$ cat config.mk
export PLATFORM = sky130hd
export DESIGN_NAME = lcis_input_select
export DESIGN_NICKNAME = d
export VERILOG_FILES = /design/src/lcis_pkg.sv /design/src/lcis_input_select.sv
export SDC_FILE = /design/constraint.sdc
export NUM_CORES = 1
export LEC_CHECK = 0
export BUFFER_PORTS_ARGS = -buffer_cell sky130_fd_sc_hd__buf_2
export CELL_PAD_IN_SITES_DETAIL_PLACEMENT = 0
export CELL_PAD_IN_SITES_GLOBAL_PLACEMENT = 2
export CORE_UTILIZATION = 37
export DETAILED_ROUTE_END_ITERATION = 8
export PLACE_DENSITY_LB_ADDON = 0.1
export SYNTH_ARGS = -nofsm -noshare
export SYNTH_HDL_FRONTEND = slang
export SYNTH_SLANG_ARGS = --single-unit
$ cat constraint.sdc
create_clock -name clk_in -period 1.7 [get_ports clk_in]
set_clock_uncertainty 0.15 [all_clocks]
set_input_delay 0.17 -clock clk_in [delete_from_list [all_inputs] [get_ports clk_in]]
set_output_delay 0.17 -clock clk_in [all_outputs]
set_load 0.01 [all_outputs]
$ cat src/lcis_pkg.sv
package lcis_pkg;
    // register byte addresses on the apb bus
    localparam logic [11:0] LCIS_ADDR_SEL_ONE_TWO = 12'h000;
    localparam logic [11:0] LCIS_ADDR_SEL_THREE_FOUR = 12'h004;
    localparam logic [11:0] LCIS_ADDR_GATE_ENABLE = 12'h008;
    // field positions inside each select register
    localparam int LCIS_LOW_FIELD_POS = 0;
    localparam int LCIS_HIGH_FIELD_POS = 4;
    // implemented bits of a select register, bits 7 and 3 stay zero
    localparam logic [7:0] LCIS_SEL_MASK = 8'h77;
    // base source line of each channel's group
    localparam logic [3:0] LCIS_BASE_CHAN1 = 4'h0;
    localparam logic [3:0] LCIS_BASE_CHAN2 = 4'h4;
    localparam logic [3:0] LCIS_BASE_CHAN3 = 4'h8;
    localparam logic [3:0] LCIS_BASE_CHAN4 = 4'hc;
endpackage

$ cat src/lcis_input_select.sv
// Decided for this implementation: the APB interface to the registers and the register offsets.
`timescale 1ns/1ps
`default_nettype none
module lcis_input_select
    import lcis_pkg::*;
(
    input wire logic clk_in,
    input wire logic resetn_in,
    input wire logic psel_in,
    input wire logic penable_in,
    input wire logic pwrite_in,
    input wire logic [11:0] paddr_in,
    input wire logic [31:0] pwdata_in,
    output logic [31:0] prdata_out,
    output logic pready_out,
    output logic pslverr_out,
    input wire logic [15:0] source_in,
    output logic [3:0] data_channel_out,
    output logic [3:0] gate_out
);
    // two-stage synchroniser on the source lines
    logic [15:0] src_meta_r;
    logic [15:0] src_sync_r;
    logic [7:0] sel_one_two_r;
    logic [7:0] sel_three_four_r;
    logic [31:0] gate_en_r;
    logic [31:0] prdata_r;
    logic [3:0] chan_r;
    logic [3:0] gate_r;

    // apb decode
    wire logic acc = psel_in && penable_in;
    wire logic hit_a = paddr_in == LCIS_ADDR_SEL_ONE_TWO;
    wire logic hit_b = paddr_in == LCIS_ADDR_SEL_THREE_FOUR;
    wire logic hit_g = paddr_in == LCIS_ADDR_GATE_ENABLE;
    wire logic mapped = hit_a || hit_b || hit_g;
    wire logic wr_a = acc && pwrite_in && hit_a;
    wire logic wr_b = acc && pwrite_in && hit_b;
    wire logic wr_g = acc && pwrite_in && hit_g;
    assign pready_out = 1'b1;
    assign pslverr_out = acc && !mapped;
    assign prdata_out = prdata_r;

    // select fields
    wire logic [2:0] chan1_source_code = sel_one_two_r[LCIS_LOW_FIELD_POS +: 3];
    wire logic [2:0] chan2_source_code = sel_one_two_r[LCIS_HIGH_FIELD_POS +: 3];
    wire logic [2:0] chan3_source_code = sel_three_four_r[LCIS_LOW_FIELD_POS +: 3];
    wire logic [2:0] chan4_source_code = sel_three_four_r[LCIS_HIGH_FIELD_POS +: 3];
    // 4-bit sum wraps naturally, giving channel four its 15->0 roll-over
    wire logic [3:0] idx1 = LCIS_BASE_CHAN1 + {1'b0, chan1_source_code};
    wire logic [3:0] idx2 = LCIS_BASE_CHAN2 + {1'b0, chan2_source_code};
    wire logic [3:0] idx3 = LCIS_BASE_CHAN3 + {1'b0, chan3_source_code};
    wire logic [3:0] idx4 = LCIS_BASE_CHAN4 + {1'b0, chan4_source_code};
    wire logic [3:0] chan_nxt = {src_sync_r[idx4], src_sync_r[idx3], src_sync_r[idx2], src_sync_r[idx1]};
    wire logic data_channel_one = chan_r[0];
    wire logic data_channel_two = chan_r[1];
    wire logic data_channel_three = chan_r[2];
    wire logic data_channel_four = chan_r[3];
    // inverted form in the even bit, true form in the odd bit above it, per channel
    // gate g takes its enables from gate_en_r[8g +: 8], one byte per gate
    wire logic [7:0] chan_forms = {data_channel_four, ~data_channel_four, data_channel_three,
        ~data_channel_three, data_channel_two, ~data_channel_two, data_channel_one, ~data_channel_one};
    logic [3:0] gate_nxt;
    genvar g;
    generate
        for (g = 0; g < 4; g++) begin : g_gate
            assign gate_nxt[g] = |(chan_forms & gate_en_r[8*g +: 8]);
        end
    endgenerate
    wire logic gate_one_output = gate_r[0];

    wire logic [31:0] rd_nxt = hit_a ? {24'h000000, sel_one_two_r} :
        hit_b ? {24'h000000, sel_three_four_r} : hit_g ? gate_en_r : 32'h00000000;

    // configuration is not on the reset: it keeps its value over resets
    always_ff @(posedge clk_in) begin
        if (wr_a) begin
            sel_one_two_r <= pwdata_in[7:0] & LCIS_SEL_MASK;
        end
        if (wr_b) begin
            sel_three_four_r <= pwdata_in[7:0] & LCIS_SEL_MASK;
        end
        if (wr_g) begin
            gate_en_r <= pwdata_in;
        end
    end

    // synchroniser, channel and gate outputs, read data
    always_ff @(posedge clk_in or negedge resetn_in) begin
        if (!resetn_in) begin
            src_meta_r <= 16'h0000;
            src_sync_r <= 16'h0000;
            chan_r <= 4'h0;
            gate_r <= 4'h0;
            prdata_r <= 32'h00000000;
        end else begin
            src_meta_r <= source_in;
            src_sync_r <= src_meta_r;
            chan_r <= chan_nxt;
            gate_r <= gate_nxt;
            prdata_r <= (psel_in && !penable_in && !pwrite_in) ? rd_nxt : prdata_r;
        end
    end
    assign data_channel_out = chan_r;
    assign gate_out = {gate_r[3:1], gate_one_output};

    // checker helpers only: the select and enable fields power up unknown, so a
    // checker stays quiet until software has written the field it depends on
    logic seen_a_r;
    logic seen_b_r;
    logic seen_g_r;
    logic seen_all_r;
    always_ff @(posedge clk_in or negedge resetn_in) begin
        if (!resetn_in) begin
            seen_a_r <= 1'b0;
            seen_b_r <= 1'b0;
            seen_g_r <= 1'b0;
            seen_all_r <= 1'b0;
        end else begin
            seen_a_r <= seen_a_r | wr_a;
            seen_b_r <= seen_b_r | wr_b;
            seen_g_r <= seen_g_r | wr_g;
            // one cycle later, so the channel flops already hold known values
            seen_all_r <= seen_a_r & seen_b_r & seen_g_r;
        end
    end
endmodule
`default_nettype wire

==> out/summary.txt, run 1 <==
======================================================================================
Async set or reset register ratio after synthesis .......................        62.1%
Clock latency on the worst-skew pair ....................................      0.52 ns
Static leakage power ....................................................      2.76 nW
Max Slew Vio Count ......................................................            0
Detailed placement HPWL ................................................. 6250 microns
Number of buffers added for setup after CTS .............................            0
Cell internal power dissipation .........................................      5.20 mW
Final count of hold timing violations ...................................            0
Total placed cells including tap cells ..................................          482
Flop2flop setup slack ...................................................      0.14 ns
Remaining design rule violation count ...................................            0
Series of cell instances along the critical path ........................        buf_2
Portion of the post-synthesis area used by sequential elements ..........        75.0%
Routed Wire Length ...................................................... 9190 microns
Post-route core utilization .............................................        56.8%
Initial antenna violation count .........................................            0
Slowest cell on the critical path .......................................      dfrtp_1
Overall via count from detail_route .....................................         2707
Vias per cell ...........................................................         4.81
Filler cells ............................................................          905
Core region area ........................................................  10900 sq um
Total inserted antenna cells ............................................            0
Layout-stage area growth over the synthesis result ......................        48.5%
Maximum frequency from static timing analysis ...........................      611 MHz
Number of max-cap violations ............................................            0
Starting Density ........................................................        38.3%
Clock slew at the register clock pins of the worst setup and hold paths .      0.06 ns
Most used cells in the layout excluding fill and tap cells .............. 105 x buf_2, 71 x dfrtp_1, 49 x dlygate4sd3_1
Net switching power .....................................................      1.61 mW
Final total negative setup slack ........................................         0 ns
Global-route wire length before repair .................................. 13900 microns
Pin count of the biggest net entering global routing ....................           73
Final cycle utilization of the critical path ............................        96.2%
Number of DRC markers in iteration 0 ....................................           86
Fraction of final layout cells sized beyond drive strength 1 ............        46.1%
CP endpoint kind ........................................................  output port
Critical R2R Capture .................................................... data_channel_out[3]
Classification of the worst setup path ..................................   reg -> out
Status .................................................................. finished, final reports clean
Die width ...............................................................  108 microns
Number of buffers created by CTS ........................................           17
Sum of overflow across all layers after global routing ..................            0
Top cells by area, synth ................................................ dfrtp_1 43%, edfxtp_1 32%, a22o_2 4.6%, mux4_2 4.3%, mux2i_1 3.8%
Seq. cell area ..........................................................   3120 sq um
Top-level port count ....................................................          107
Unrepaired setup endpoints after global routing .........................        false
Post-synthesis cell area ................................................   4170 sq um
Per-cell routed wire length ............................................. 16.3 microns
Worst endpoint data arrival time ........................................      1.32 ns
Nets in the synthesized netlist .........................................          298
Count of buffering cells on the critical path with inverters included ...            1
Area occupied by multi-input gates ......................................   1120 sq um
Post-synth top flop .....................................................      dfrtp_1
Hold slack final ........................................................    0.0646 ns
CP startpoint kind ......................................................    flip-flop
Root buffer cell ........................................................     clkbuf_8
Share of power burned in registers ......................................        44.3%
H-tree depth ............................................................            4
Worst vdd rail ir drop ..................................................     0.591 mV
Post-synth EDFFs ........................................................           44
R2r startpoint .......................................................... sel_three_four_r[4]
Number of clock sinks ...................................................          116
CP max stage delay ......................................................      0.59 ns
Part of the total power dissipated in the clock network .................        50.1%
Combinational share of power ............................................         5.5%
Number of global-route vias before repair ...............................         2672
ANT nets after route ....................................................            0
First-pass DRT Iterations ...............................................            4
Largest area contributor in the synthesized netlist .....................      dfrtp_1
Maximum root-to-sink buffer count .......................................            2
Final nets ..............................................................          475
Num rows ................................................................           38
Synthesized flop and latch total ........................................          116
Chip Height .............................................................  108 microns
Proportion of total power due to net switching ..........................        23.6%
Depth of the worst register-to-register path ............................            2
Time the worst path needs with I/O delays and setup .....................      1.64 ns
Warnings from Yosys .....................................................            0
Worst Hold Class ........................................................  in -> async
Count of endpoints failing setup in the final report ....................            0
Placer congestion estimate ..............................................        0.770
Count of port buffers added during placement ............................          105
Cell family with the largest share of critical-path delay ...............   flip-flops
Post-synthesis average cell area ........................................   17.9 sq um
Most common library cell in the layout ignoring fill and taps ...........        buf_2
Area share of the leading cell type in the synthesized netlist ..........        43.3%
Total Die Area ..........................................................  11700 sq um
Syn Inst Count ..........................................................          233
Clock tree from TritonCTS ...............................................        built
Worst path required time ................................................      1.38 ns
Cell Count, Final, Fillers Out ..........................................          563
Global routing usage summed across all routing layers ...................        17.0%
Critical path fanouts, max ..............................................            5
Total power divided by cell area ........................................ 1100 nW/um^2
Count of cell types in the netlist ......................................           33
======================================================================================
==> cells in the mapped netlist, drive strengths merged (2+ instances only) <==
master  number
clkbuf       8
dfrtp       72
mux4         8
o22ai        6
mux2         4
nand4        4
buf          5
o21ai        6
or4          4
edfxtp      44
nor4         4
a31oi        6
a22o        26
a21oi        2
nand2        7
mux2i       16
==> cells by family (layout without fill, tap and decap cells) <==
kind of cell,after synthesis,in the layout,synth area share (%)
AOI/OAI and AO/OA,46,46,8.80
buffers and inverters,14,204,2.31
DFF,116,116,75.0
muxes,28,28,9.25
other,1,1,0.0900
and+or+nand+nor,28,28,4.57
==> routing by layer <==
| layer | wire [microns] | GRT usage (%) |
|---|---|---|
| met5 | 0 | 0 |
| met4 | 143 | 8.51 |
| met3 | 486 | 5.00 |
| met2 | 4500 | 26.5 |
| met1 | 4050 | 21.6 |
==> area by class of cell <==
| type | count | share of cell area, % |
|---|---|---|
| sequential | 116 | 50.5 |
| timing repair buffer | 171 | 19.3 |
| multi-input combinational | 103 | 18.1 |
| clock buffer | 17 | 6.69 |
| tap | 140 | 2.83 |
| clock inverter | 15 | 2.55 |
| inverter | 1 | 0.0607 |
==> flip-flops by register name (all words and copies together), names as in the netlist <==
name              cells
src_meta_r           16
gate_out              4
gate_en_r            32
sel_one_two_r         6
prdata_out           32
src_sync_r           16
sel_three_four_r      6
data_channel_out      4
==> power by group through the flow <==
stage	registers (mW)	clock network (mW)	logic, mW
6_report	3.02	3.41	0.375
4_1_cts	3.02	3.48	0.381
5_1_grt	3.03	3.62	0.411
3_3_place_gp	3.07	0	0.290
3_5_place_dp	3.07	0	0.295
2_1_floorplan	3.07	0	0.101
==> per-stage QoR <==
stage | worst slack [ns] | total power, mW | cell area, sq um
global placement | -0.481 | 3.36 | 5120
detailed placement | -0.500 | 3.37 | 5120
finish | 0.0638 | 6.80 | 6190
CTS | 0.0260 | 6.88 | 6180
global route | 0.0144 | 7.05 | 6190
floorplan | -0.431 | 3.17 | 4350
==> worst reg2reg max path: cells and delay by family (launching register included) <==
family	cells	cell delay (ns)
flip-flops	1	0.45
multiplexers	2	0.84
==> what timing repair did <==
item	4_1_cts	5_1_grt
hold buffers	49	0
setup endpoints to repair	1	6
gates resized for setup	1	1
endpoints found under the hold margin	132	0
==> how the worst max path moves through the flow <==
stage,depth (start not counted),start,endpoint
final,1,data_channel_out[0],data_channel_out[0]
after detailed placement,5,paddr_in[5],sel_one_two_r[2]
after floorplan,3,paddr_in[5],gate_en_r[0]
after CTS,1,data_channel_out[0],data_channel_out[0]
after global routing,1,data_channel_out[0],data_channel_out[0]
after global placement,5,paddr_in[5],sel_one_two_r[4]
Power figures use the tool's default switching activity.
==> inputs of run 2 (changes only) <==
Settings changed: SETUP_SLACK_MARGIN from default to 0.3.
==> run 2 against run 1 <==
Critical path depth increased by 1. First-iteration DRC count unchanged. Sequential cell count unchanged. Cell count increased by 5.9%. Hold slack improved by 0.0050 ns. Non-clock buffer count increased by 33. Routed wire length increased by 7.0%. Count of clock-buffer cells in the layout unchanged. Clock power about the same. Global-route usage increased by 0.88 points.
==> out/summary.txt, run 2 (same netlist as run 1, synthesis figures left out) <==
======================================================================================
ANT nets after route ....................................................            0
Chip Height .............................................................  108 microns
Classification of the worst setup path ..................................   reg -> reg
Depth of the worst register-to-register path ............................            2
Most common library cell in the layout ignoring fill and taps ...........        buf_2
Static leakage power ....................................................      3.00 nW
Filler cells ............................................................          866
Cell family with the largest share of critical-path delay ............... multiplexers
Status .................................................................. finished, final reports clean
Clock latency on the worst-skew pair ....................................      0.51 ns
Top-level port count ....................................................          107
Total inserted antenna cells ............................................            0
Max Slew Vio Count ......................................................            0
Part of the total power dissipated in the clock network .................        49.7%
Placer congestion estimate ..............................................        0.770
Cell area after placement ...............................................   5120 sq um
Unrepaired setup endpoints after global routing .........................         true
Overall via count from detail_route .....................................         2843
Die width ...............................................................  108 microns
Total placed cells including tap cells ..................................          482
Final nets ..............................................................          508
Global-route wire length before repair .................................. 14700 microns
Maximum root-to-sink buffer count .......................................            2
Total power divided by cell area ........................................ 1040 nW/um^2
Net switching power .....................................................      1.63 mW
Cell depth of the worst setup path ......................................            2
R2r startpoint .......................................................... sel_one_two_r[0]
Layout-stage area growth over the synthesis result ......................        59.3%
Sum of overflow across all layers after global routing ..................            0
Pin count of the biggest net entering global routing ....................           73
Worst path required time ................................................      1.94 ns
First-pass DRT Iterations ...............................................            4
Post-route core utilization .............................................        60.9%
Most used cells in the layout excluding fill and tap cells .............. 98 x buf_2, 68 x dfrtp_1, 49 x dlygate4sd3_1
Count of port buffers added during placement ............................          105
Flop2flop setup slack ...................................................      0.15 ns
Final count of hold timing violations ...................................            0
Maximum frequency from static timing analysis ...........................      645 MHz
Slowest cell on the critical path .......................................       mux4_2
Combinational share of power ............................................         6.5%
Critical R2R Capture .................................................... data_channel_out[0]
Remaining design rule violation count ...................................            0
CP max stage delay ......................................................      0.55 ns
Time the worst path needs with I/O delays and setup .....................      1.55 ns
Initial antenna violation count .........................................            0
Pre-CTS WS ..............................................................    -0.500 ns
Num rows ................................................................           38
Number of global-route vias before repair ...............................         2766
CP startpoint kind ......................................................    flip-flop
Share of power burned in registers ......................................        43.8%
Cell internal power dissipation .........................................      5.24 mW
Count of buffering cells on the critical path with inverters included ...            0
Root buffer cell ........................................................     clkbuf_8
Worst vdd rail ir drop ..................................................     0.591 mV
Total Die Area ..........................................................  11700 sq um
Final cycle utilization of the critical path ............................        91.2%
Clock tree from TritonCTS ...............................................        built
H-tree depth ............................................................            4
Worst Hold Class ........................................................  in -> async
Number of buffers created by CTS ........................................           17
Series of cell instances along the critical path ........................ mux4_2 -> mux2_2
Number of DRC markers in iteration 0 ....................................           86
Number of max-cap violations ............................................            0
Count of endpoints failing setup in the final report ....................            0
Worst endpoint data arrival time ........................................      1.79 ns
CP endpoint kind ........................................................    flip-flop
Detailed placement HPWL ................................................. 6250 microns
Routed Wire Length ...................................................... 9830 microns
Final total negative setup slack ........................................         0 ns
Core region area ........................................................  10900 sq um
Vias per cell ...........................................................         4.77
Global routing usage summed across all routing layers ...................        17.9%
Fraction of final layout cells sized beyond drive strength 1 ............        52.6%
Final instance area .....................................................   6640 sq um
Starting Density ........................................................        38.3%
Critical path fanouts, max ..............................................            3
Clock slew at the register clock pins of the worst setup and hold paths .      0.06 ns
Crit path setup slack, layout ...........................................     0.150 ns
Number of clock sinks ...................................................          116
Proportion of total power due to net switching ..........................        23.7%
Per-cell routed wire length ............................................. 16.5 microns
Cell Count, Final, Fillers Out ..........................................          596
======================================================================================
-- run 2: what timing repair did --
item / CTS / global route
pin swaps: 8 / 10
endpoints found under the setup margin: 90 / 111
hold buffers: 49 / 0
buffers inserted: 9 / 21
gates cloned: 3 / 0
hold endpoints to repair: 132 / 0
gates resized for setup: 20 / 15
-- run 2: stage by stage --
stage,hold WS (ns),power (mW)
floorplan,-0.276,3.17
global placement,0.0811,3.36
detailed placement,0.0833,3.37
CTS,0.0705,6.89
global route,0.0615,7.12
finish,0.0696,6.87
-- run 2: worst min-delay path, cell delays in order --
cell	delay, ns
dlygate4sd3_1	0.52
buf_2	0.12
buf_12	0.33
-- run 2: final cells by class --
| type | instances | area [sq um] | share of cell area (%) |
|---|---|---|---|
| Sequential cell | 116 | 3130 | 47.1 |
| Timing Repair Buffer | 204 | 1570 | 23.7 |
| Multi-Input combinational cell | 103 | 1180 | 17.8 |
| Clock buffer | 17 | 414 | 6.24 |
| Tap cell | 140 | 175 | 2.64 |
| Clock inverter | 15 | 158 | 2.38 |
| Inverter | 1 | 3.75 | 0.0566 |
-- run 2: power by group through the flow --
stage / Clock, mW / Combinational (mW) / Sequential, mW
finish: 3.42 / 0.443 / 3.01
global route: 3.62 / 0.481 / 3.02
CTS: 3.48 / 0.405 / 3.01
detailed placement: 0 / 0.295 / 3.07
global placement: 0 / 0.290 / 3.07
floorplan: 0 / 0.101 / 3.07
-- run 2: worst max-delay path by stage --
stage                        start                  end  slack, ns
2_1_floorplan          paddr_in[5]         gate_en_r[0]      -0.43
3_3_place_gp           paddr_in[5]     sel_one_two_r[4]      -0.48
3_5_place_dp           paddr_in[5]     sel_one_two_r[2]      -0.50
4_1_cts        sel_three_four_r[4]  data_channel_out[3]       0.14
5_1_grt           sel_one_two_r[0]  data_channel_out[0]       0.12
6_report          sel_one_two_r[0]  data_channel_out[0]       0.15
-- run 2: layer usage --
metal  up-vias  global-route usage (%)  routed length (microns)
met3        12                    4.88                      474
met4         0                    8.51                      182
met2        86                    28.4                     4890
met1      1411                    22.6                     4280
met5         -                       0                        0
li1       1334                       -                        -
==> inputs of run 3 (changes only) <==
Settings changed: REMOVE_ABC_BUFFERS from default to 1.
==> run 3 against run 2 <==
Routed wire length rose by 3.8%. Critical endpoint is now gate_en_r[31]. Count of clock-buffer cells in the layout rose by 4. Sequential power barely moved. Critical path type is now in -> reg. Highest routed layer unchanged. Global-route usage rose by 0.38 points.
==> out/summary.txt, run 3 (same netlist as run 1, synthesis figures left out) <==
======================================================================================
Global routing usage summed across all routing layers ...................        18.3%
Depth of the worst register-to-register path ............................            2
Max Slew Vio Count ......................................................            0
Number of buffers created by CTS ........................................           17
Maximum frequency from static timing analysis ...........................      640 MHz
Num rows ................................................................           38
Total Die Area ..........................................................  11700 sq um
ANT nets after route ....................................................            0
Clock slew at the register clock pins of the worst setup and hold paths .      0.06 ns
Top-level port count ....................................................          107
CP endpoint kind ........................................................    flip-flop
Total placed cells including tap cells ..................................          481
Crit path setup slack, layout ...........................................     0.138 ns
Pin count of the biggest net entering global routing ....................           73
Overall via count from detail_route .....................................         2816
Clock tree from TritonCTS ...............................................        built
Number of max-cap violations ............................................            0
Sum of overflow across all layers after global routing ..................            0
CP startpoint ...........................................................  paddr_in[0]
Worst path required time ................................................      1.76 ns
Seq. cell area ..........................................................   3130 sq um
Most used cells in the layout excluding fill and tap cells .............. 98 x buf_2, 68 x dfrtp_1, 49 x dlygate4sd3_1
Final instance area .....................................................   6590 sq um
Classification of the worst setup path ..................................    in -> reg
Number of DRC markers in iteration 0 ....................................           98
Total inserted antenna cells ............................................            0
Global-route wire length before repair .................................. 15100 microns
Worst Hold Class ........................................................  in -> async
Post-route core utilization .............................................        60.5%
Critical R2R Capture .................................................... data_channel_out[0]
Remaining design rule violation count ...................................            0
Unrepaired setup endpoints after global routing .........................         true
Number of global-route vias before repair ...............................         2840
Final nets ..............................................................          495
Critical path fanouts, max ..............................................           11
Cell Count, Final, Fillers Out ..........................................          583
Count of port buffers added during placement ............................          105
Count of endpoints failing setup in the final report ....................            0
CP startpoint kind ......................................................   input port
Total power divided by cell area ........................................ 1060 nW/um^2
Cell area after placement ...............................................   4930 sq um
Vias per cell ...........................................................         4.83
Worst endpoint data arrival time ........................................      1.62 ns
Time the worst path needs with I/O delays and setup .....................      1.56 ns
Filler cells ............................................................          853
Number of clock sinks ...................................................          116
Routed Wire Length ...................................................... 10200 microns
Die width ...............................................................  108 microns
Chip Height .............................................................  108 microns
Most common library cell in the layout ignoring fill and taps ...........        buf_2
Area occupied by multi-input gates ......................................   1180 sq um
H-tree depth ............................................................            4
Maximum root-to-sink buffer count .......................................            2
Root buffer cell ........................................................     clkbuf_8
Starting Density ........................................................        38.3%
Hold slack final ........................................................    0.0847 ns
Flop2flop setup slack ...................................................      0.16 ns
Final count of hold timing violations ...................................            0
Final cycle utilization of the critical path ............................        91.9%
Per-cell routed wire length ............................................. 17.5 microns
R2r startpoint .......................................................... sel_one_two_r[0]
Layout-stage area growth over the synthesis result ......................        58.2%
Initial antenna violation count .........................................            0
Core region area ........................................................  10900 sq um
Placer congestion estimate ..............................................        0.752
Static leakage power ....................................................      2.95 nW
Status .................................................................. finished, final reports clean
Clock latency on the worst-skew pair ....................................      0.50 ns
First-pass DRT Iterations ...............................................            4
Detailed placement HPWL ................................................. 6370 microns
Worst vdd rail ir drop ..................................................     0.618 mV
Pre-CTS WS ..............................................................    -0.499 ns
Fraction of final layout cells sized beyond drive strength 1 ............        51.0%
Termination of the worst setup path ..................................... gate_en_r[31]
======================================================================================
==> run 3: worst min-delay path by stage <==
stage / start / to / slack (ns) / cells after the start
6_report: resetn_in / prdata_out[11] / 0.08 / 3
5_1_grt: paddr_in[2] / sel_one_two_r[4] / 0.09 / 4
4_1_cts: resetn_in / prdata_out[8] / 0.09 / 3
3_3_place_gp: resetn_in / prdata_out[8] / 0.08 / 2
2_1_floorplan: resetn_in / data_channel_out[0] / -0.28 / 0
3_5_place_dp: resetn_in / prdata_out[8] / 0.08 / 2
==> run 3: through the flow <==
stage / TNS, ns / power (mW)
6_report: 0 / 6.99
3_3_place_gp: -29.54 / 3.36
2_1_floorplan: -41.87 / 3.15
3_5_place_dp: -30.45 / 3.36
4_1_cts: 0 / 7.05
5_1_grt: 0 / 7.24
==> run 3: power by group <==
part | total, mW | leakage, nW | internal (mW) | switching, mW
clock network | 3.54 | 0.306 | 2.26 | 1.28
logic | 0.437 | 1.37 | 0.251 | 0.186
registers | 3.01 | 1.28 | 2.98 | 0.0349
total | 6.99 | 2.95 | 5.49 | 1.50
==> run 3: worst max-delay path, stage by stage <==
cell and delay, ns:
buf_6 0.09, or4_4 0.57, nor4_4 0.25, and4_4 0.29
buf_4 0.12, buf_12 0.13
==> run 3: timing repair <==
action	CTS	global route
resized for setup	29	25
pin swaps	12	8
buffers inserted	9	7
hold buffers	49	0
setup endpoints to repair	85	91
cloned	2	3
endpoints found under the hold margin	132	0
==> run 3: cell type report <==
cell class	count	share of cell area [%]
clock buffers	21	7.63
clock inverters	11	1.65
inverters	1	0.0570
multi-input cells	103	17.9
flip-flops and latches	116	47.5
well taps	140	2.66
repair buffers	191	22.6
==> run 3: routing by layer <==
| layer | global-route usage (%) | vias to the layer above | wire [microns] |
|---|---|---|---|
| li1 | - | 1310 | - |
| met1 | 22.8 | 1396 | 4290 |
| met3 | 4.52 | 18 | 410 |
| met2 | 30.1 | 92 | 5330 |
| met4 | 7.83 | 0 | 173 |
| met5 | 0 | - | 0 |
